[src/sleep_ctl_regs.svh]
// sleep_ctl_regs.svh: opcodes, status bit positions and timing counts of the sleep controller
// assumes a 25 MHz system clock; included by bare name from every design file that needs it
`ifndef SLEEP_CTL_REGS_SVH
`define SLEEP_CTL_REGS_SVH

// ----------------------------------------------------------------------------
// opcodes
// ----------------------------------------------------------------------------
`define OP_WAKE 8'hAB
`define OP_RD_STATUS1 8'h05
`define OP_DEEP_SLEEP 8'hB9
`define OP_ULTRA_SLEEP 8'h79

// ----------------------------------------------------------------------------
// status byte 1 layout and reset values
// ----------------------------------------------------------------------------
`define ST1_DEEP_BIT 3
`define ST1_ULTRA_BIT 4
`define ST1_ERR_BIT 5
`define ST1_ALL_ONES 8'hFF
`define ST1_RESET 8'h00
`define JEDEC_PATTERN 4'h5

// ----------------------------------------------------------------------------
// timing: times in ns, counts derived as longest times (round down, at least one)
// ----------------------------------------------------------------------------
`define CLK_PERIOD_NS 40
`define MAX_CYC(ns) ((((ns) / `CLK_PERIOD_NS) < 1) ? 1 : ((ns) / `CLK_PERIOD_NS))
`define DEEP_ENTRY_NS 3000
`define DEEP_WAKE_NS 3000
`define ULTRA_ENTRY_NS 3000
`define ULTRA_WAKE_NS 50000
`define FALLBACK_NS 1000
`define DEEP_ENTRY_CYC `MAX_CYC(`DEEP_ENTRY_NS)
`define DEEP_WAKE_CYC `MAX_CYC(`DEEP_WAKE_NS)
`define ULTRA_ENTRY_CYC `MAX_CYC(`ULTRA_ENTRY_NS)
`define ULTRA_WAKE_CYC `MAX_CYC(`ULTRA_WAKE_NS)
`define FALLBACK_CYC `MAX_CYC(`FALLBACK_NS)

`endif

[src/sleep_ctl_pkg.sv]
// sleep_ctl_pkg: types shared by the sleep controller and its neighbours
// assumes nothing beyond a SystemVerilog compiler
package sleep_ctl_pkg;

	// power state of the whole device
	typedef enum logic [2:0] {
		ST_STANDBY,
		ST_ENTER_DEEP,
		ST_DEEP,
		ST_WAKE_DEEP,
		ST_ENTER_ULTRA,
		ST_ULTRA,
		ST_WAKE_ULTRA
	} power_state_t;

	// serial interface width
	typedef enum logic [1:0] {
		MODE_SINGLE,
		MODE_QUAD,
		MODE_OCTAL
	} iface_mode_t;

endpackage

[src/spi_frame_rx.sv]
// spi_frame_rx: synchronises the serial pins and frames the first byte of each command
// assumes spi mode 0 or 3 on one data line and a link clock at most an eighth of clk
`timescale 1ns/10ps
`include "sleep_ctl_regs.svh"
module spi_frame_rx (
	input wire logic clk,
	input wire logic resetn,
	input wire logic cs_n,
	input wire logic sck,
	input wire logic si,
	output logic frame_end,
	output logic cs_fall,
	output logic op_done,
	output logic [7:0] opcode,
	output logic got_opcode,
	output logic on_boundary,
	output logic sck_edge,
	output logic si_level
);
	logic cs_meta, cs_s, cs_d, sck_meta, sck_s, sck_d, si_meta, si_s;
	logic [2:0] bit_cnt_reg;
	logic [7:0] shift_reg;
	logic got_reg;
	logic sck_rise;

	// ------------------------------------------------------------------------
	// pin synchronisers: the first stage is never read
	// ------------------------------------------------------------------------
	always_ff @(posedge clk or negedge resetn) begin
		if (!resetn) begin
			cs_meta <= 1'b1;
			cs_s <= 1'b1;
			cs_d <= 1'b1;
			sck_meta <= 1'b0;
			sck_s <= 1'b0;
			sck_d <= 1'b0;
			si_meta <= 1'b0;
			si_s <= 1'b0;
		end else begin
			cs_meta <= cs_n;
			cs_s <= cs_meta;
			cs_d <= cs_s;
			sck_meta <= sck;
			sck_s <= sck_meta;
			sck_d <= sck_s;
			si_meta <= si;
			si_s <= si_meta;
		end
	end

	// edges seen on the synchronised pins
	assign sck_rise = sck_s & ~sck_d & ~cs_s;
	assign sck_edge = sck_s ^ sck_d;
	assign frame_end = cs_s & ~cs_d;
	assign cs_fall = ~cs_s & cs_d;
	assign si_level = si_s;

	// bit counter and shifter; only the first byte is kept, trailing bits only move the count
	always_ff @(posedge clk or negedge resetn) begin
		if (!resetn) begin
			bit_cnt_reg <= 3'h0;
			shift_reg <= 8'h00;
			got_reg <= 1'b0;
		end else if (cs_fall) begin
			bit_cnt_reg <= 3'h0;
			got_reg <= 1'b0;
		end else if (sck_rise) begin
			bit_cnt_reg <= bit_cnt_reg + 3'h1;
			if (!got_reg) begin
				shift_reg <= {shift_reg[6:0], si_s};
			end
			if (bit_cnt_reg == 3'h7) begin
				got_reg <= 1'b1;
			end
		end
	end

	assign op_done = sck_rise & (bit_cnt_reg == 3'h7) & ~got_reg;
	assign opcode = got_reg ? shift_reg : {shift_reg[6:0], si_s};
	assign got_opcode = got_reg;
	assign on_boundary = (bit_cnt_reg == 3'h0);
endmodule

[src/jedec_reset_detect.sv]
// jedec_reset_detect: spots four chip-select pulses carrying 0,1,0,1 with a quiet serial clock
// assumes synchronised pin events from spi_frame_rx on the same clock
`timescale 1ns/10ps
`include "sleep_ctl_regs.svh"
module jedec_reset_detect (
	input wire logic clk,
	input wire logic resetn,
	input wire logic cs_rise,
	input wire logic sck_edge,
	input wire logic si_level,
	output logic hw_reset
);
	logic [1:0] pos_reg;
	logic expect_bit;
	logic [3:0] pattern;

	assign pattern = `JEDEC_PATTERN;
	assign expect_bit = pattern[2'h3 - pos_reg];

	// any clock activity spoils the sequence, a wrong bit restarts it
	always_ff @(posedge clk or negedge resetn) begin
		if (!resetn) begin
			pos_reg <= 2'h0;
			hw_reset <= 1'b0;
		end else begin
			hw_reset <= 1'b0;
			if (sck_edge) begin
				pos_reg <= 2'h0;
			end else if (cs_rise) begin
				if (si_level == expect_bit) begin
					pos_reg <= pos_reg + 2'h1;
					hw_reset <= (pos_reg == 2'h3);
				end else begin
					pos_reg <= (si_level == pattern[3]) ? 2'h1 : 2'h0;
				end
			end
		end
	end
endmodule

[src/flash_sleep_mode_control.sv]
// flash_sleep_mode_control: deep and ultra-deep sleep state keeping of a serial flash
// assumes pins arrive asynchronously; core handshakes (pe_*, mode_wr, auto_set) are on clk
`timescale 1ns/10ps
`include "sleep_ctl_regs.svh"
module flash_sleep_mode_control
	import sleep_ctl_pkg::*;
(
	input wire logic clk,
	input wire logic resetn,
	input wire logic cs_n,
	input wire logic sck,
	input wire logic si,
	input wire logic reset_pin_n,
	input wire logic pe_busy,
	input wire logic pe_start,
	input wire logic pe_auto_kind,
	input wire logic pe_done,
	input wire logic mode_wr,
	input wire iface_mode_t mode_wr_val,
	input wire logic auto_set,
	input wire logic pe_error_in,
	input wire logic [7:0] status1_core,
	output power_state_t power_state,
	output iface_mode_t iface_mode,
	output logic auto_ultra_sleep_enable,
	output logic deep_sleep_status_flag,
	output logic ultra_sleep_status_flag,
	output logic program_erase_error_flag,
	output logic [7:0] status1_rd,
	output logic status_read_sel,
	output logic cmd_pass,
	output logic [7:0] cmd_opcode,
	output logic regs_default
);
	power_state_t state_reg;
	iface_mode_t mode_reg;
	logic [11:0] timer_reg;
	logic [11:0] fb_cnt_reg, uw_cnt_reg;
	logic auto_en_reg, auto_pending_reg;
	logic pin_meta, pin_s;
	logic fe, cs_fall, op_done, got, bnd, sck_edge, si_level, jedec_pulse;
	logic [7:0] opcode;
	logic hw_event, wake_ok, deep_ok, ultra_ok, auto_go, timer_done, ultra_entered, ultra_leave;

	// ------------------------------------------------------------------------
	// pin framing and the jedec reset detector
	// ------------------------------------------------------------------------
	spi_frame_rx u_rx (
		.clk(clk),
		.resetn(resetn),
		.cs_n(cs_n),
		.sck(sck),
		.si(si),
		.frame_end(fe),
		.cs_fall(cs_fall),
		.op_done(op_done),
		.opcode(opcode),
		.got_opcode(got),
		.on_boundary(bnd),
		.sck_edge(sck_edge),
		.si_level(si_level)
	);

	jedec_reset_detect u_jedec (
		.clk(clk),
		.resetn(resetn),
		.cs_rise(fe),
		.sck_edge(sck_edge),
		.si_level(si_level),
		.hw_reset(jedec_pulse)
	);

	// reset pin synchroniser; held low keeps the device in standby
	always_ff @(posedge clk or negedge resetn) begin
		if (!resetn) begin
			pin_meta <= 1'b1;
			pin_s <= 1'b1;
		end else begin
			pin_meta <= reset_pin_n;
			pin_s <= pin_meta;
		end
	end

	// ------------------------------------------------------------------------
	// command qualification at chip-select release
	// ------------------------------------------------------------------------
	assign hw_event = jedec_pulse | ~pin_s;
	assign wake_ok = fe & got & bnd & (opcode == `OP_WAKE);
	assign deep_ok = fe & got & bnd & (opcode == `OP_DEEP_SLEEP) & ~pe_busy;
	// ultra entry only needs the whole opcode; trailing bits need no boundary
	assign ultra_ok = fe & got & (opcode == `OP_ULTRA_SLEEP) & ~pe_busy;
	assign auto_go = auto_pending_reg & pe_done;
	assign timer_done = (timer_reg == 12'h000);
	assign ultra_entered = (state_reg == ST_ENTER_ULTRA) & timer_done;
	assign ultra_leave = (state_reg == ST_ULTRA) & wake_ok;

	// power state machine with its entry and wake timer
	always_ff @(posedge clk or negedge resetn) begin
		if (!resetn) begin
			state_reg <= ST_STANDBY;
			timer_reg <= 12'h000;
		end else if (hw_event) begin
			state_reg <= ST_STANDBY;
			timer_reg <= 12'h000;
		end else begin
			timer_reg <= timer_done ? 12'h000 : timer_reg - 12'h001;
			case (state_reg)
				ST_STANDBY: begin
					if (auto_go || ultra_ok) begin
						state_reg <= ST_ENTER_ULTRA;
						timer_reg <= 12'(`ULTRA_ENTRY_CYC);
					end else if (deep_ok) begin
						state_reg <= ST_ENTER_DEEP;
						timer_reg <= 12'(`DEEP_ENTRY_CYC);
					end
				end
				ST_ENTER_DEEP: begin
					if (timer_done) begin
						state_reg <= ST_DEEP;
					end
				end
				ST_DEEP: begin // every opcode but wake and status read is dropped, ragged frames included
					if (wake_ok) begin
						state_reg <= ST_WAKE_DEEP;
						timer_reg <= 12'(`DEEP_WAKE_CYC);
					end
				end
				ST_WAKE_DEEP, ST_WAKE_ULTRA: begin
					if (timer_done) begin
						state_reg <= ST_STANDBY;
					end
				end
				ST_ENTER_ULTRA: begin
					if (timer_done) begin
						state_reg <= ST_ULTRA;
					end
				end
				ST_ULTRA: begin // chip-select activity alone is not a wake source
					if (wake_ok) begin
						state_reg <= ST_WAKE_ULTRA;
						timer_reg <= 12'(`ULTRA_WAKE_CYC);
					end
				end
				default: begin
					state_reg <= ST_STANDBY;
				end
			endcase
		end
	end

	// cycles spent waking from ultra sleep; the wake is too long for a delay range in a check
	always_ff @(posedge clk or negedge resetn) begin
		if (!resetn) begin
			uw_cnt_reg <= 12'h000;
		end else begin
			uw_cnt_reg <= (state_reg == ST_WAKE_ULTRA) ? uw_cnt_reg + 12'h001 : 12'h000;
		end
	end

	// register defaults pulse on every ultra exit and hardware reset
	always_ff @(posedge clk or negedge resetn) begin
		if (!resetn) begin
			regs_default <= 1'b0;
		end else begin
			regs_default <= hw_event | ((state_reg == ST_WAKE_ULTRA) & timer_done);
		end
	end

	// ------------------------------------------------------------------------
	// interface width: kept across deep sleep, forced single by ultra and auto mode
	// ------------------------------------------------------------------------
	always_ff @(posedge clk or negedge resetn) begin
		if (!resetn) begin
			mode_reg <= MODE_SINGLE;
		end else if (hw_event | ultra_leave) begin
			mode_reg <= MODE_SINGLE;
		end else if (fb_cnt_reg == 12'h001) begin
			mode_reg <= MODE_SINGLE;
		end else if (mode_wr && state_reg == ST_STANDBY) begin
			mode_reg <= mode_wr_val;
		end
	end

	// auto ultra bookkeeping: armed only by the listed program and erase kinds
	always_ff @(posedge clk or negedge resetn) begin
		if (!resetn) begin
			auto_pending_reg <= 1'b0;
			fb_cnt_reg <= 12'h000;
		end else begin
			fb_cnt_reg <= (fb_cnt_reg == 12'h000) ? 12'h000 : fb_cnt_reg - 12'h001;
			if (hw_event || (state_reg == ST_STANDBY && (auto_go || ultra_ok || deep_ok))) begin
				auto_pending_reg <= 1'b0;
				fb_cnt_reg <= 12'h000;
			end else if (pe_start && pe_auto_kind && auto_en_reg) begin
				auto_pending_reg <= 1'b1;
				fb_cnt_reg <= 12'(`FALLBACK_CYC);
			end
		end
	end

	// enable bit: software set wins over the self-clear on entry
	always_ff @(posedge clk or negedge resetn) begin
		if (!resetn) begin
			auto_en_reg <= 1'b0;
		end else if (auto_set) begin
			auto_en_reg <= 1'b1;
		end else if (ultra_entered || hw_event || ((state_reg == ST_WAKE_ULTRA) && timer_done)) begin
			auto_en_reg <= 1'b0;
		end
	end

	// ------------------------------------------------------------------------
	// status byte 1 view
	// ------------------------------------------------------------------------
	function automatic logic [7:0] build_status(input logic [7:0] core, input logic dflag, input logic uflag,
			input logic err, input logic ultra);
		logic [7:0] v;
		v = core;
		v[`ST1_DEEP_BIT] = dflag;
		v[`ST1_ULTRA_BIT] = uflag;
		v[`ST1_ERR_BIT] = err;
		build_status = ultra ? `ST1_ALL_ONES : v;
	endfunction

	// error flag is frozen in ultra sleep so it survives the exit
	always_ff @(posedge clk or negedge resetn) begin
		if (!resetn) begin
			program_erase_error_flag <= 1'b0;
		end else if (state_reg != ST_ULTRA && state_reg != ST_WAKE_ULTRA && state_reg != ST_ENTER_ULTRA) begin
			program_erase_error_flag <= pe_error_in;
		end
	end

	// flags clear once standby is reached, so polling shows wake completion
	always_ff @(posedge clk or negedge resetn) begin
		if (!resetn) begin
			deep_sleep_status_flag <= 1'b0;
			ultra_sleep_status_flag <= 1'b0;
			status1_rd <= `ST1_RESET;
		end else begin
			deep_sleep_status_flag <= (state_reg == ST_ENTER_DEEP) | (state_reg == ST_DEEP) |
				(state_reg == ST_WAKE_DEEP);
			ultra_sleep_status_flag <= (state_reg == ST_ENTER_ULTRA) | (state_reg == ST_ULTRA) |
				(state_reg == ST_WAKE_ULTRA);
			status1_rd <= build_status(status1_core, deep_sleep_status_flag, ultra_sleep_status_flag,
				program_erase_error_flag, state_reg == ST_ULTRA);
		end
	end

	// status read is honoured in every state; other opcodes reach the core only in standby
	always_ff @(posedge clk or negedge resetn) begin
		if (!resetn) begin
			status_read_sel <= 1'b0;
			cmd_pass <= 1'b0;
			cmd_opcode <= 8'h00;
		end else begin
			cmd_pass <= op_done & (state_reg == ST_STANDBY);
			if (op_done) begin
				cmd_opcode <= opcode;
			end
			if (fe || cs_fall) begin
				status_read_sel <= 1'b0;
			end else if (op_done && opcode == `OP_RD_STATUS1) begin
				status_read_sel <= 1'b1;
			end
		end
	end

	assign power_state = state_reg;
	assign iface_mode = mode_reg;
	assign auto_ultra_sleep_enable = auto_en_reg;

	// ------------------------------------------------------------------------
	// checks
	// ------------------------------------------------------------------------
	localparam int DW_MAX = `DEEP_WAKE_CYC + 2;
	localparam int UW_MAX = `ULTRA_WAKE_CYC + 2;
endmodule

[config.mk]
export PLATFORM = sky130hd
export DESIGN_NAME = flash_sleep_mode_control
export DESIGN_NICKNAME = d
export VERILOG_FILES = /design/src/sleep_ctl_pkg.sv /design/src/spi_frame_rx.sv /design/src/jedec_reset_detect.sv /design/src/flash_sleep_mode_control.sv
export VERILOG_INCLUDE_DIRS = /design/src /design/src/src
export SDC_FILE = /design/constraint.sdc
export NUM_CORES = 1
export LEC_CHECK = 0
export BUFFER_PORTS_ARGS = -buffer_cell sky130_fd_sc_hd__buf_2
export CAP_MARGIN = 20
export CORE_MARGIN = 3
export CORE_UTILIZATION = 40
export CTS_CLUSTER_SIZE = 28
export DETAILED_ROUTE_END_ITERATION = 7
export PLACE_DENSITY_LB_ADDON = 0.08
export SYNTH_ARGS = -nofsm -noshare
export SYNTH_HDL_FRONTEND = slang
export SYNTH_SLANG_ARGS = --single-unit
[constraint.sdc]
create_clock -name clk -period 2.75 [get_ports clk]
set_clock_uncertainty 0.05 [all_clocks]
set_input_delay 0.275 -clock clk [delete_from_list [all_inputs] [get_ports clk]]
set_output_delay 0.275 -clock clk [all_outputs]
set_load 0.01 [all_outputs]
## Yosys cells after proc, flatten, opt, wreduce, memory -nomap -nowiden

Index checks and enable logic that the tools add are counted.
Widths: inputs -> output; s select.

- $lt $le $gt $ge: 1
- Mux-type cells: 44
- Equal/unequal tests: 23
- Add/sub/neg operators: 5
- Bitwise gates (word level): 33
- Reduce and logical (&&, ||, !) cells: 29

Operator list:

| cell | count |
|---|---|
| $mux 12 | 9 |
| $pmux 12 s3 | 1 |
| $mux 3 | 10 |
| $logic_not 12->1 | 2 |
| $ne 3x3->1 const B | 8 |
| $sub 12x1->12 const B | 2 |
| $and 1x1->1 | 18 |
| $pmux 3 s6 | 1 |
| $eq 8x8->1 const B | 2 |
| $mux 8 | 2 |
| $mux 1 | 14 |
| $eq 12x1->1 const B | 1 |
| $eq 3x3->1 const B | 4 |
| $mux 2 | 6 |
| $reduce_bool 2->1 | 6 |
| $eq 8x3->1 const B | 1 |
| $eq 8x7->1 const B | 1 |
| $logic_and 1x1->1 | 8 |
| $not 1->1 | 7 |
| $or 1x1->1 | 7 |
| $eq 3x2->1 const B | 2 |
| $logic_not 3->1 | 2 |
| $logic_or 1x1->1 | 6 |
| $reduce_and 6->1 | 1 |
| 13 further kinds | 14 |

- Register bits after elaboration: 78
- Logic and storage cells: 164

## Depth between registers and ports, before layout

Gate-level depths: netlist (run 1).

- Word-level depth: 10
- Gate-level depth with buffers: 8

## Hierarchy

A second synthesis (run 1) with hierarchy kept.

- Cell total of the unflattened synthesis: 333
- Area, all modules: 3,817.4 µm²

Modules (own cells, without submodules):

| module | area an instance (µm²) | seq. area each (µm²) | instances | cells each |
|---|---|---|---|---|
| flash_sleep_mode_control | 2,768.9 | 1,378.8 | 1 | 258 |
| spi_frame_rx | 882.1 | 504.2 | 1 | 60 |
| jedec_reset_detect | 166.4 | 75.1 | 1 | 15 |

## Least setup slack after synthesis (run 1)

OpenSTA, ideal clock, no wires.

- Path kind: register -> register
- From: reg u_rx.cs_s
- To: reg fb_cnt_reg[10]
- Library setup time: 0.131 ns
- Setup slack: 0.819 ns
- Arrival time: 1.751 ns
- Required time: 2.569 ns
- Clock period less this slack: 1.931 ns
- Stages on the path, launching flop included: 7
- Cells stage by stage: dfstp_2 -> ha_1 -> nand2_1 -> or3_1 -> o21a_1 -> o2111ai_4 -> nor2_1

- Longest elaborated chain between the ends: 9

Ends and longest elaborated chain:

| item | line | text |
|---|---|---|
| start, declared | spi_frame_rx.sv:20 | `logic cs_meta, cs_s, cs_d, sck_meta, sck_s, sck_d, si_meta, si_s;` |
| start signal, assigned | spi_frame_rx.sv:41 | `cs_s <= cs_meta;` |
| $and 1x1->1 * | spi_frame_rx.sv:54 | `assign frame_end = cs_s & ~cs_d;` |
| $and 1x1->1 * | flash_sleep_mode_control.sv:89, flash_sleep_mode_control.sv:91 |  |
| $and 1x1->1 (on tied branches) (2 in a row) | flash_sleep_mode_control.sv:89, flash_sleep_mode_control.sv:91 |  |
| $and 1x1->1 or $logic_or 1x1->1 (tied branches) | flash_sleep_mode_control.sv:89, flash_sleep_mode_control.sv:191 |  |
| $logic_or 1x1->1 * | flash_sleep_mode_control.sv:191 | `if (hw_event \|\| (state_reg == ST_STANDBY && (auto_go \|\| ultra_ok \|\| deep_ok))) begin` |
| $logic_and 1x1->1 * | flash_sleep_mode_control.sv:191 |  |
| $logic_or 1x1->1 * | flash_sleep_mode_control.sv:191 |  |
| $mux 12 * | flash_sleep_mode_control.sv:191 |  |
| end signal, assigned | flash_sleep_mode_control.sv:190 | `fb_cnt_reg <= (fb_cnt_reg == 12'h000) ? 12'h000 : fb_cnt_reg - 12'h001;` |
| end signal, assigned | flash_sleep_mode_control.sv:196 | `` fb_cnt_reg <= 12'(`FALLBACK_CYC); `` |
| end, declared | flash_sleep_mode_control.sv:38 | `logic [11:0] fb_cnt_reg, uw_cnt_reg;` |

Every way passes the cells marked *; elsewhere a longest branch is shown, timed or not.
A chain may end at the register's enable or synchronous reset.

## Worst setup path after layout (run 1)

- From: reg u_rx.cs_s
- To: reg timer_reg[2]

- Longest elaborated chain between the ends: 9

Ends and longest elaborated chain:

| item | line | text |
|---|---|---|
| $and 1x1->1 * | spi_frame_rx.sv:54 |  |
| $and 1x1->1 * | flash_sleep_mode_control.sv:88, flash_sleep_mode_control.sv:89, flash_sleep_mode_control.sv:91 |  |
| $and 1x1->1 | flash_sleep_mode_control.sv:88, flash_sleep_mode_control.sv:89 |  |
| $and 1x1->1 (2 in a row) | flash_sleep_mode_control.sv:89 | `` assign deep_ok = fe & got & bnd & (opcode == `OP_DEEP_SLEEP) & ~pe_busy; `` |
| $mux 12 | flash_sleep_mode_control.sv:112 | `end else if (deep_ok) begin` |
| $mux 12 | flash_sleep_mode_control.sv:109 | `if (auto_go \|\| ultra_ok) begin` |
| $pmux 12 s3 * | flash_sleep_mode_control.sv:107 | `case (state_reg)` |
| $mux 12 * | flash_sleep_mode_control.sv:102 | `end else if (hw_event) begin` |
| end signal, assigned | flash_sleep_mode_control.sv:106 | `timer_reg <= timer_done ? 12'h000 : timer_reg - 12'h001;` |
| end signal, assigned | flash_sleep_mode_control.sv:111 | `` timer_reg <= 12'(`ULTRA_ENTRY_CYC); `` |
| end signal, assigned | flash_sleep_mode_control.sv:114 | `` timer_reg <= 12'(`DEEP_ENTRY_CYC); `` |
| end, declared | flash_sleep_mode_control.sv:37 | `logic [11:0] timer_reg;` |

Marks and branches as above.

==> impl_metrics.json, run 1 <==
{
  "synth_mux_area_share_pct": 6.77,
  "ir_drop_mv": 0.339,
  "syn_inst": 318,
  "max_freq_ghz": 0.453,
  "antenna_found_initial": 0,
  "die-area_sq_um": 10100,
  "setup_tns_ns": 0,
  "maxSlewHeadroom_pct": 59.3,
  "hp-class": "input port to flop",
  "finalSetupViolCount": 0,
  "drive_above_1_share_pct": 26.5,
  "antennaDiodeCount": 0,
  "cts.clk_slew.worst_paths_ns": 0.08,
  "cp_data_required_time_ns": 2.91,
  "period_share_pct": 80.2,
  "synth-xor-area-share_pct": 4.39,
  "synth_top_family_by_area": "simple AND/OR/NAND/NOR gates",
  "cts_tree": "built",
  "synthesis.area_sq_um": 3590,
  "wl_per_cell_um": 14.6,
  "drc": 0,
  "pre_cts_ws_ns": 0.540,
  "grt_usage_pct": 15.2,
  "power_leakage_uw": 0.00206,
  "core_sq_um": 8460,
  "num_io_pins": 51,
  "num_vias": 2494,
  "p_per_area_nw_per_um2": 881,
  "async_flop_share_pct": 100,
  "hpwl_um": 4820,
  "worst_slack_ns": 0.545,
  "synth_warnings": 0,
  "grt_start_max_net_pins": 79,
  "fin_area_sq_um": 4260,
  "vias_per_cell": 5.13,
  "crit_buf_inv": 0,
  "rows": 33,
  "clockBufferDepth": 2,
  "maxCapViolations": 0,
  "cpPeakStageDelay_ns": 0.56,
  "status": "complete, no violations",
  "path_max_fanout": 8,
  "rsz0062_at_grt": "false",
  "clock_sinks": 78,
  "crit_type": "flop to flop",
  "ant_nets": 0,
  "portBuffers": 47,
  "grt_overflow": 0,
  "first_global_vias": 2508,
  "gp_congestion": 0.776,
  "synthAdderAreaFrac_pct": 4.53,
  "cts_made_buffers": 9,
  "die_x_um": 101,
  "die_y_um": 101,
  "worst_pin_slew_ns": 0.608,
  "grt_pass1_wl_um": 12300,
  "dpl_cell_area_sq_um": 3950,
  "nets": 413,
  "fillers": 792,
  "yosysSeqAreaShare_pct": 54.6,
  "synth_compound_area_share_pct": 8.06,
  "ys_ff_latch": 78,
  "cp_cell_sequence": "ha_1 > nand2_1 > or3_1 > o21a_1 > o21ai_2 > nor3_1",
  "critPathSlowestCell": "dfstp_2",
  "path_delay_family": "compound AO/OA/AOI/OAI gates",
  "cp-start-kind": "flop",
  "synth.avg_cell_area_sq_um": 11.3,
  "drtIter0Drc": 84,
  "ys.flop_type": "dfrtp_1",
  "syn_nets": 354,
  "end_kind": "flop",
  "routed_wl_um": 7120,
  "min_period_ns": 2.21,
  "drv_slew": 0,
  "insertion_delay_ns": 0.34,
  "drt-pass1-iter-count": 4,
  "initial_utilization_pct": 42.4,
  "yosysUniqueCellTypes": 54,
  "clockRootBuffer": "clkbuf_8",
  "synthSimpleGateAreaFrac_pct": 19.1,
  "htree_levels": 3,
  "worst_ep_arrival_time_ns": 2.36,
  "synth_edf_count": 0,
  "hold_viol_final": 0,
  "area.growth.synth_to_final_pct": 18.7
}
## final timing paths
kind                                 start       endpoint  slack [ns]  cells past startpoint
max                              u_rx.cs_s   timer_reg[2]        0.54                      6
min                        status1_core[7]  status1_rd[7]        0.06                      2
max reg2reg                      u_rx.cs_s   timer_reg[2]        0.54                      6
min reg2reg                  u_rx.sck_meta     u_rx.sck_s        0.30                      0
max in group asynchronous           resetn   u_rx.cs_meta        1.71                      3
min in group asynchronous           resetn  status1_rd[7]        0.31                      2
## synth_stat cells (all sizes together), types with 9 or more instances
cell,number,share of area (%)
inv,15,1.6
nand2,18,1.9
nor3,14,2.1
nand3,9,1.3
nand2b,14,2.4
mux2,18,5.7
a21oi,15,2.1
dfrtp,73,51
ha,13,4.5
nor2,32,3.3
xnor2,9,2.2
xor2,9,2.2
## through the flow
step	hold WS [ns]	std cells	util (%)	total power [uW]
2_1_floorplan	-0.0706	318	-	2450
3_3_place_gp	0.282	465	46.6	2730
3_5_place_dp	0.290	465	46.6	2740
4_1_cts	0.0475	484	49.9	3790
5_1_grt	0.0444	486	50.3	4030
6_report	0.0630	486	50.3	3750
## per-layer routing
layer / global-route usage [%] / vias to the layer above / part of all wire, % / wire length, um
li1: - / 1227 / - / -
met1: 21.2 / 1203 / 48 / 3430
met2: 22.8 / 58 / 45 / 3230
met3: 3.46 / 6 / 5.1 / 365
met4: 6.22 / 0 / 1.3 / 93
met5: 0 / - / 0 / 0
## power by group
part	internal, uW	total (uW)	switching, uW
Clock	598	1030	429
Sequential	1350	1540	195
Combinational	551	1180	632
## worst reg2reg max path, stage by stage, from the launching register on
cell and delay [ns]:
dfstp_2 0.56, ha_1 0.24, nand2_1 0.14, or3_1 0.34, o21a_1 0.26, o21ai_2 0.37, nor3_1 0.11
## cell usage in the layout, fill, tap and decap left out, types with 2 or more instances in the layout
master / count
clkbuf_8: 9
dlygate4sd3_1: 5
mux2_2: 18
dfstp_2: 5
nand2_1: 18
o21ai_1: 2
o22ai_1: 2
or4_1: 3
nand2b_1: 14
a21oi_1: 15
buf_4: 4
nor4_1: 2
or3b_1: 2
or3_1: 5
a31oi_1: 3
nand3b_1: 3
xnor2_1: 9
mux2i_1: 4
a211oi_1: 2
xor2_1: 9
nor4_2: 2
nand3_1: 9
nor3_1: 13
dfrtp_1: 73
o31ai_1: 2
ha_1: 13
inv_1: 15
buf_2: 46
a21boi_0: 5
nor2_1: 32
nor2b_1: 4
bufinv_16: 3
or2_2: 2
## logic make-up (layout without fill, tap and decap cells)
logic type	count (synthesis)	count (layout)
compound gates	41	41
xor+xnor	18	18
fa+ha+maj	13	13
buf+inv	23	86
flops	78	78
mux	22	22
simple gates	123	123
## final cells by class
class | instances | area, sq um | area share [%]
multi-input cells | 217 | 1540 | 36.1
clock buffers | 9 | 124 | 2.91
repair buffers | 56 | 338 | 7.93
clock inverters | 6 | 111 | 2.62
well taps | 105 | 131 | 3.09
inverters | 15 | 56.3 | 1.32
flip-flops and latches | 78 | 1960 | 46.0
## timing repair
item / 4_1_cts / 5_1_grt
endpoints found under the hold margin: 4 / 21
hold buffers: 4 / 1
buffers inserted: 0 / 0
gates resized for setup: 0 / 0
(Power assumes the default switching activity.)
==> run 2: changes to the inputs <==
- ABC_AREA: unset -> 1
- clock period: 2.75 -> 1.9 ns (I/O delays scaled with it)
==> run 2 against run 1 <==
Compared with the run above: flip-flop and latch count unchanged; power rose by 58%; area after synthesis is 7.1% higher; sequential share of layout area down 5.9 points; maximum frequency is 21% higher; non-clock buffer count is 35 higher; cell count is 39% higher; combinational power up 98%; first-iteration DRC count is 54% higher; clock power increased by 34%.
==> impl_metrics.json, run 2 <==
{
  "maxCapViolations": 0,
  "critPathSlowestCell": "dfrtp_2",
  "ys.flop_type": "dfrtp_1",
  "nets": 576,
  "cts_tree": "built",
  "hold-worst-slack_ns": 0.0555,
  "gp_congestion": 0.897,
  "clockRootBuffer": "clkbuf_8",
  "drv_slew": 0,
  "cpPeakStageDelay_ns": 0.48,
  "p_per_area_nw_per_um2": 1210,
  "power_leakage_uw": 0.00249,
  "rsz0062_at_grt": "true",
  "layout.cells.most_common": "nand2_1",
  "cp_cell_sequence": "clkinv_4 > buf_6 > nand2_1 > nand2_2 > nand3_2 > nor2_2 > nand2_2 > a21oi_4 > nand2_2 > nand3_2 > nand2_2",
  "syn_inst": 445,
  "routed_wl_um": 8250,
  "antennaDiodeCount": 0,
  "max_freq_ghz": 0.547,
  "grt_usage_pct": 16.3,
  "cp_data_required_time_ns": 2.09,
  "grt_start_max_net_pins": 41,
  "synth_warnings": 0,
  "synth_top_area_share_pct": 47.5,
  "die_y_um": 104,
  "hp-class": "input port to flop",
  "yosysMostFrequentCell": "nand2_1",
  "grt_pass1_wl_um": 14400,
  "end_kind": "flop",
  "worst_ep_arrival_time_ns": 2.02,
  "worst_pin_slew_ns": 0.543,
  "htree_levels": 3,
  "syn_nets": 481,
  "finalPower_uw": 5930,
  "crit_buf_inv": 2,
  "period_share_pct": 96.2,
  "core_sq_um": 9280,
  "portBuffers": 47,
  "area.growth.synth_to_final_pct": 27.2,
  "die-area_sq_um": 10800,
  "vias_per_cell": 4.58,
  "setup_tns_ns": 0,
  "num_io_pins": 51,
  "synth_common_cells": "nand2_1 (94), dfrtp_1 (73), inv_1 (56), nor2_1 (41), nand3_1 (34)",
  "insertion_delay_ns": 0.35,
  "cpMostUsedCell": "nand2_2",
  "yosys.area.top_type": "dfrtp_1",
  "drtIter0Drc": 129,
  "maxSlewHeadroom_pct": 63.6,
  "ir_drop_mv": 0.620,
  "synth.avg_cell_area_sq_um": 8.63,
  "synthTopCellsByArea": "dfrtp_1 (48%), nand2_1 (9.2%), inv_1 (5.5%)",
  "grt_overflow": 0,
  "drt-pass1-iter-count": 4,
  "yosysSeqAreaShare_pct": 51.0,
  "crit_type": "flop to flop",
  "synthesis.area_sq_um": 3840,
  "clockBufferDepth": 2,
  "cts.clk_slew.worst_paths_ns": 0.07,
  "synth_edf_count": 0,
  "path_delay_family": "simple AND/OR/NAND/NOR gates",
  "antenna_found_initial": 0,
  "layout_common_cells": "nand2_1 (88), dfrtp_1 (72), inv_1 (55)",
  "clock_sinks": 78,
  "hold_viol_final": 0,
  "worst_slack_ns": 0.0731,
  "ys_ff_latch": 78,
  "cp-start-kind": "flop",
  "die_x_um": 104,
  "min_period_ns": 1.83,
  "rows": 35,
  "hpwl_um": 6010,
  "yosysUniqueCellTypes": 34,
  "finalSetupViolCount": 0,
  "wl_per_cell_um": 12.2,
  "path_max_fanout": 7,
  "cts_made_buffers": 9,
  "first_global_vias": 3038,
  "num_vias": 3088,
  "initial_utilization_pct": 41.4,
  "drc": 0,
  "pre_cts_ws_ns": -0.0166,
  "status": "complete, no violations",
  "ant_nets": 0,
  "drive_above_1_share_pct": 29.0,
  "async_flop_share_pct": 100
}
[run 2: metal layers]
metal	GRT usage, %	part of all wire, %
met1	23.0	50
met2	24.9	45
met3	3.17	3.6
met4	5.79	1.3
met5	0	0
[run 2: cells by family (layout without fill, tap and decap cells)]
| family | after synthesis | after routing | synth area share, % |
|---|---|---|---|
| AND/OR/NAND/NOR | 226 | 226 | 27.3 |
| adder cells (fa/ha/maj) | 13 | 13 | 4.23 |
| XOR/XNOR | 15 | 15 | 3.42 |
| AO/OA/AOI/OAI | 48 | 48 | 7.00 |
| buffers and inverters | 65 | 165 | 7.07 |
| flip-flops | 78 | 78 | 51.0 |
[run 2: layout make-up]
class	count	area, sq um
clock buffer	10	138
fill	896	4400
tap	129	161
multi-input combinational	302	1710
timing repair buffer	91	614
sequential	78	1960
inverter	58	223
clock inverter	6	85.1
[run 2: worst register-to-register path: stages, from the launching register on]
cell      delay (ns)
dfrtp_2         0.48
clkinv_4        0.08
buf_6           0.11
nand2_1         0.08
nand2_2         0.11
nand3_2         0.07
nor2_2          0.17
nand2_2         0.12
a21oi_4         0.20
nand2_2         0.11
nand3_2         0.09
nand2_2         0.05
[run 2: what timing repair did]
item                                    CTS  global route
endpoints found under the setup margin    6            30
endpoints found under the hold margin    84             0
gates resized for setup                   2            29
hold buffers                             12             0
setup buffers                             0            11
pin swaps                                 0            18
[run 2: report_power, final]
part | switching [uW] | internal (uW)
clock | 606 | 771
combinational | 1380 | 961
sequential | 236 | 1980
total | 2220 | 3710
[run 2: path summary, 6_finish.rpt]
path,from,to,slack (ns),cells after the start
max,u_rx.got_opcode,power_state[1],0.07,11
min,mode_wr_val[0],iface_mode[0],0.06,3
max reg2reg,u_rx.got_opcode,power_state[1],0.07,11
min reg2reg,u_rx.si_meta,u_rx.si_level,0.30,0
max in group asynchronous,resetn,timer_reg[6],1.05,3
min in group asynchronous,resetn,status1_rd[6],0.15,2
[run 2: metrics by stage]
stage | utilization (%) | cells | cell area [sq um]
2_1_floorplan | - | 445 | 3840
3_3_place_gp | 46.9 | 635 | 4360
3_5_place_dp | 46.9 | 635 | 4360
4_1_cts | 50.8 | 663 | 4710
5_1_grt | 52.6 | 674 | 4890
6_report | 52.6 | 674 | 4890
==> run 3: changes to the inputs <==
- PLACE_DENSITY_LB_ADDON: 0.08 -> 0.05
==> run 3 against run 2 <==
Compared with the run above: clock-buffer cell count up 2; register-to-register slack better by 0.05 ns; first-iteration DRC count up 11%; maximum frequency up 3.0%; routed wire length down 1.8%; power up 1.8%; die area unchanged; utilization down 0.58 points; global-route usage down 0.76 points; setup slack better by 0.053 ns; non-clock buffer count down 5; critical path type unchanged.
==> impl_metrics.json, run 3 (synthesis gave the netlist of run 2 again) <==
{
  "status": "complete, no violations",
  "grt_pass1_wl_um": 13800,
  "clock_power_share_pct": 24.3,
  "die_y_um": 104,
  "r2r_start": "u_rx.cs_s",
  "top_layer": "met4",
  "num_vias": 3099,
  "crit_buf_inv": 0,
  "worst_ep_arrival_time_ns": 1.95,
  "insertion_delay_ns": 0.36,
  "cts_tree": "built",
  "hold_path_depth": 3,
  "wl_per_cell_um": 12.1,
  "drv_slew": 0,
  "worst_pin_slew_ns": 0.299,
  "drive_above_1_share_pct": 26.5,
  "p_sw_uw": 2200,
  "r2r_cells": 10,
  "internal_power_uw": 3840,
  "final-seq-area_sq_um": 1960,
  "hpwl_um": 6000,
  "antennaDiodeCount": 0,
  "clock_sinks": 78,
  "multiInputGateArea_sq_um": 1680,
  "initial_utilization_pct": 41.4,
  "path_max_fanout": 4,
  "wl_met2_um": 3570,
  "r2r_setup_slack_ns": 0.13,
  "layout_common_cells": "nand2_1 (91), dfrtp_1 (72), inv_1 (56)",
  "period_share_pct": 93.4,
  "routed_wl_um": 8100,
  "area.growth.synth_to_final_pct": 25.8,
  "die-area_sq_um": 10800,
  "gp_congestion": 0.900,
  "r2r-end": "power_state[0]",
  "vias_per_cell": 4.63,
  "cp_data_required_time_ns": 2.08,
  "drc": 0,
  "met3_length_um": 334,
  "pwr-share-seq_pct": 36.5,
  "maxSlewHeadroom_pct": 79.9,
  "cpMostUsedCell": "nand2_2",
  "p_per_area_nw_per_um2": 1250,
  "dp_cells": 640,
  "drt-pass1-iter-count": 4,
  "drtIter0Drc": 143,
  "htree_levels": 3,
  "hp-class": "input port to flop",
  "ir_drop_mv": 0.591,
  "hold_viol_final": 0,
  "p_sw_share_pct": 36.4,
  "finalPower_uw": 6040,
  "cp_cell_sequence": "ha_4 > nand2_2 > nor2_4 > nand2_1 > nor2_2 > nand2_2 > a21oi_4 > nand2_2 > nand3_1 > nand2_1",
  "crit_type": "flop to flop",
  "cp-startpoint": "u_rx.cs_s",
  "cts_made_buffers": 9,
  "end_kind": "flop",
  "min_period_ns": 1.77,
  "num_io_pins": 51,
  "grt_start_max_net_pins": 41,
  "rows": 35,
  "grt_overflow": 0,
  "portBuffers": 47,
  "final_core_util_pct": 52.0,
  "path_delay_family": "simple AND/OR/NAND/NOR gates",
  "ant_nets": 0,
  "core_sq_um": 9280,
  "max_freq_ghz": 0.564,
  "clockBufferDepth": 2,
  "grt_usage_pct": 15.5,
  "cpPeakStageDelay_ns": 0.57,
  "die_x_um": 104,
  "setup_tns_ns": 0,
  "layout.cells.most_common": "nand2_1",
  "critPathSlowestCell": "dfstp_2",
  "power_leakage_uw": 0.00246,
  "nets": 571,
  "comb_power_share_pct": 39.1,
  "antenna_found_initial": 0,
  "whs_endpoint": "iface_mode[0]",
  "clockRootBuffer": "clkbuf_8",
  "maxCapViolations": 0,
  "first_global_vias": 2991,
  "cp-start-kind": "flop",
  "fillers": 915,
  "hp-start": "mode_wr_val[0]",
  "wl_met1_um": 4060,
  "instances_no_fill": 669,
  "cts.clk_slew.worst_paths_ns": 0.08,
  "finalSetupViolCount": 0
}
[run 3: worst max-delay path by stage]
stage                             to  slack (ns)  depth (start not counted)
floorplan             fb_cnt_reg[11]        0.16                         11
global placement      power_state[1]        0.01                         10
detailed placement  auto_pending_reg      -0.007                         10
CTS                     timer_reg[3]       0.002                         11
global route            timer_reg[1]      -0.003                         10
finish                power_state[0]        0.13                         10
[run 3: final cells by class]
type | count | area share, %
Clock inverter | 4 | 2.05
Sequential cell | 78 | 40.5
Inverter | 58 | 4.56
Multi-Input combinational cell | 302 | 34.9
Clock buffer | 12 | 2.80
Tap cell | 129 | 3.34
Timing Repair Buffer | 86 | 11.9
[run 3: power by group through the flow]
stage	logic, uW	clock network [uW]	registers [uW]
2_1_floorplan	1690	0	2210
3_3_place_gp	2310	0	2230
3_5_place_dp	2330	0	2230
4_1_cts	2360	1510	2210
5_1_grt	2710	1580	2250
6_report	2360	1470	2210
[run 3: worst min-delay path, cell delays in order]
cell	delay (ns)
buf_2	0.09
nand3_1	0.07
a21oi_1	0.07
[run 3: stage by stage]
stage | cell area (sq um) | hold WS, ns | worst slack, ns
2_1_floorplan | 3840 | -0.156 | 0.165
3_3_place_gp | 4400 | 0.0607 | 0.0121
3_5_place_dp | 4400 | 0.0551 | -0.00702
4_1_cts | 4760 | 0.0551 | 0.00193
5_1_grt | 4830 | 0.0588 | -0.00290
6_report | 4830 | 0.0642 | 0.126
[run 3: what timing repair did]
item	4_1_cts	5_1_grt
buffers inserted	0	1
gates resized for setup	2	17
pin swaps	1	7
hold endpoints to repair	33	0
endpoints found under the setup margin	7	29
hold buffers	12	0
[run 3: per-layer routing]
metal | track usage, % | up-vias
met1 | 21.6 | 1433
met3 | 4.16 | 12
met4 | 5.32 | 0
li1 | - | 1594
met2 | 23.4 | 60
met5 | 0 | -
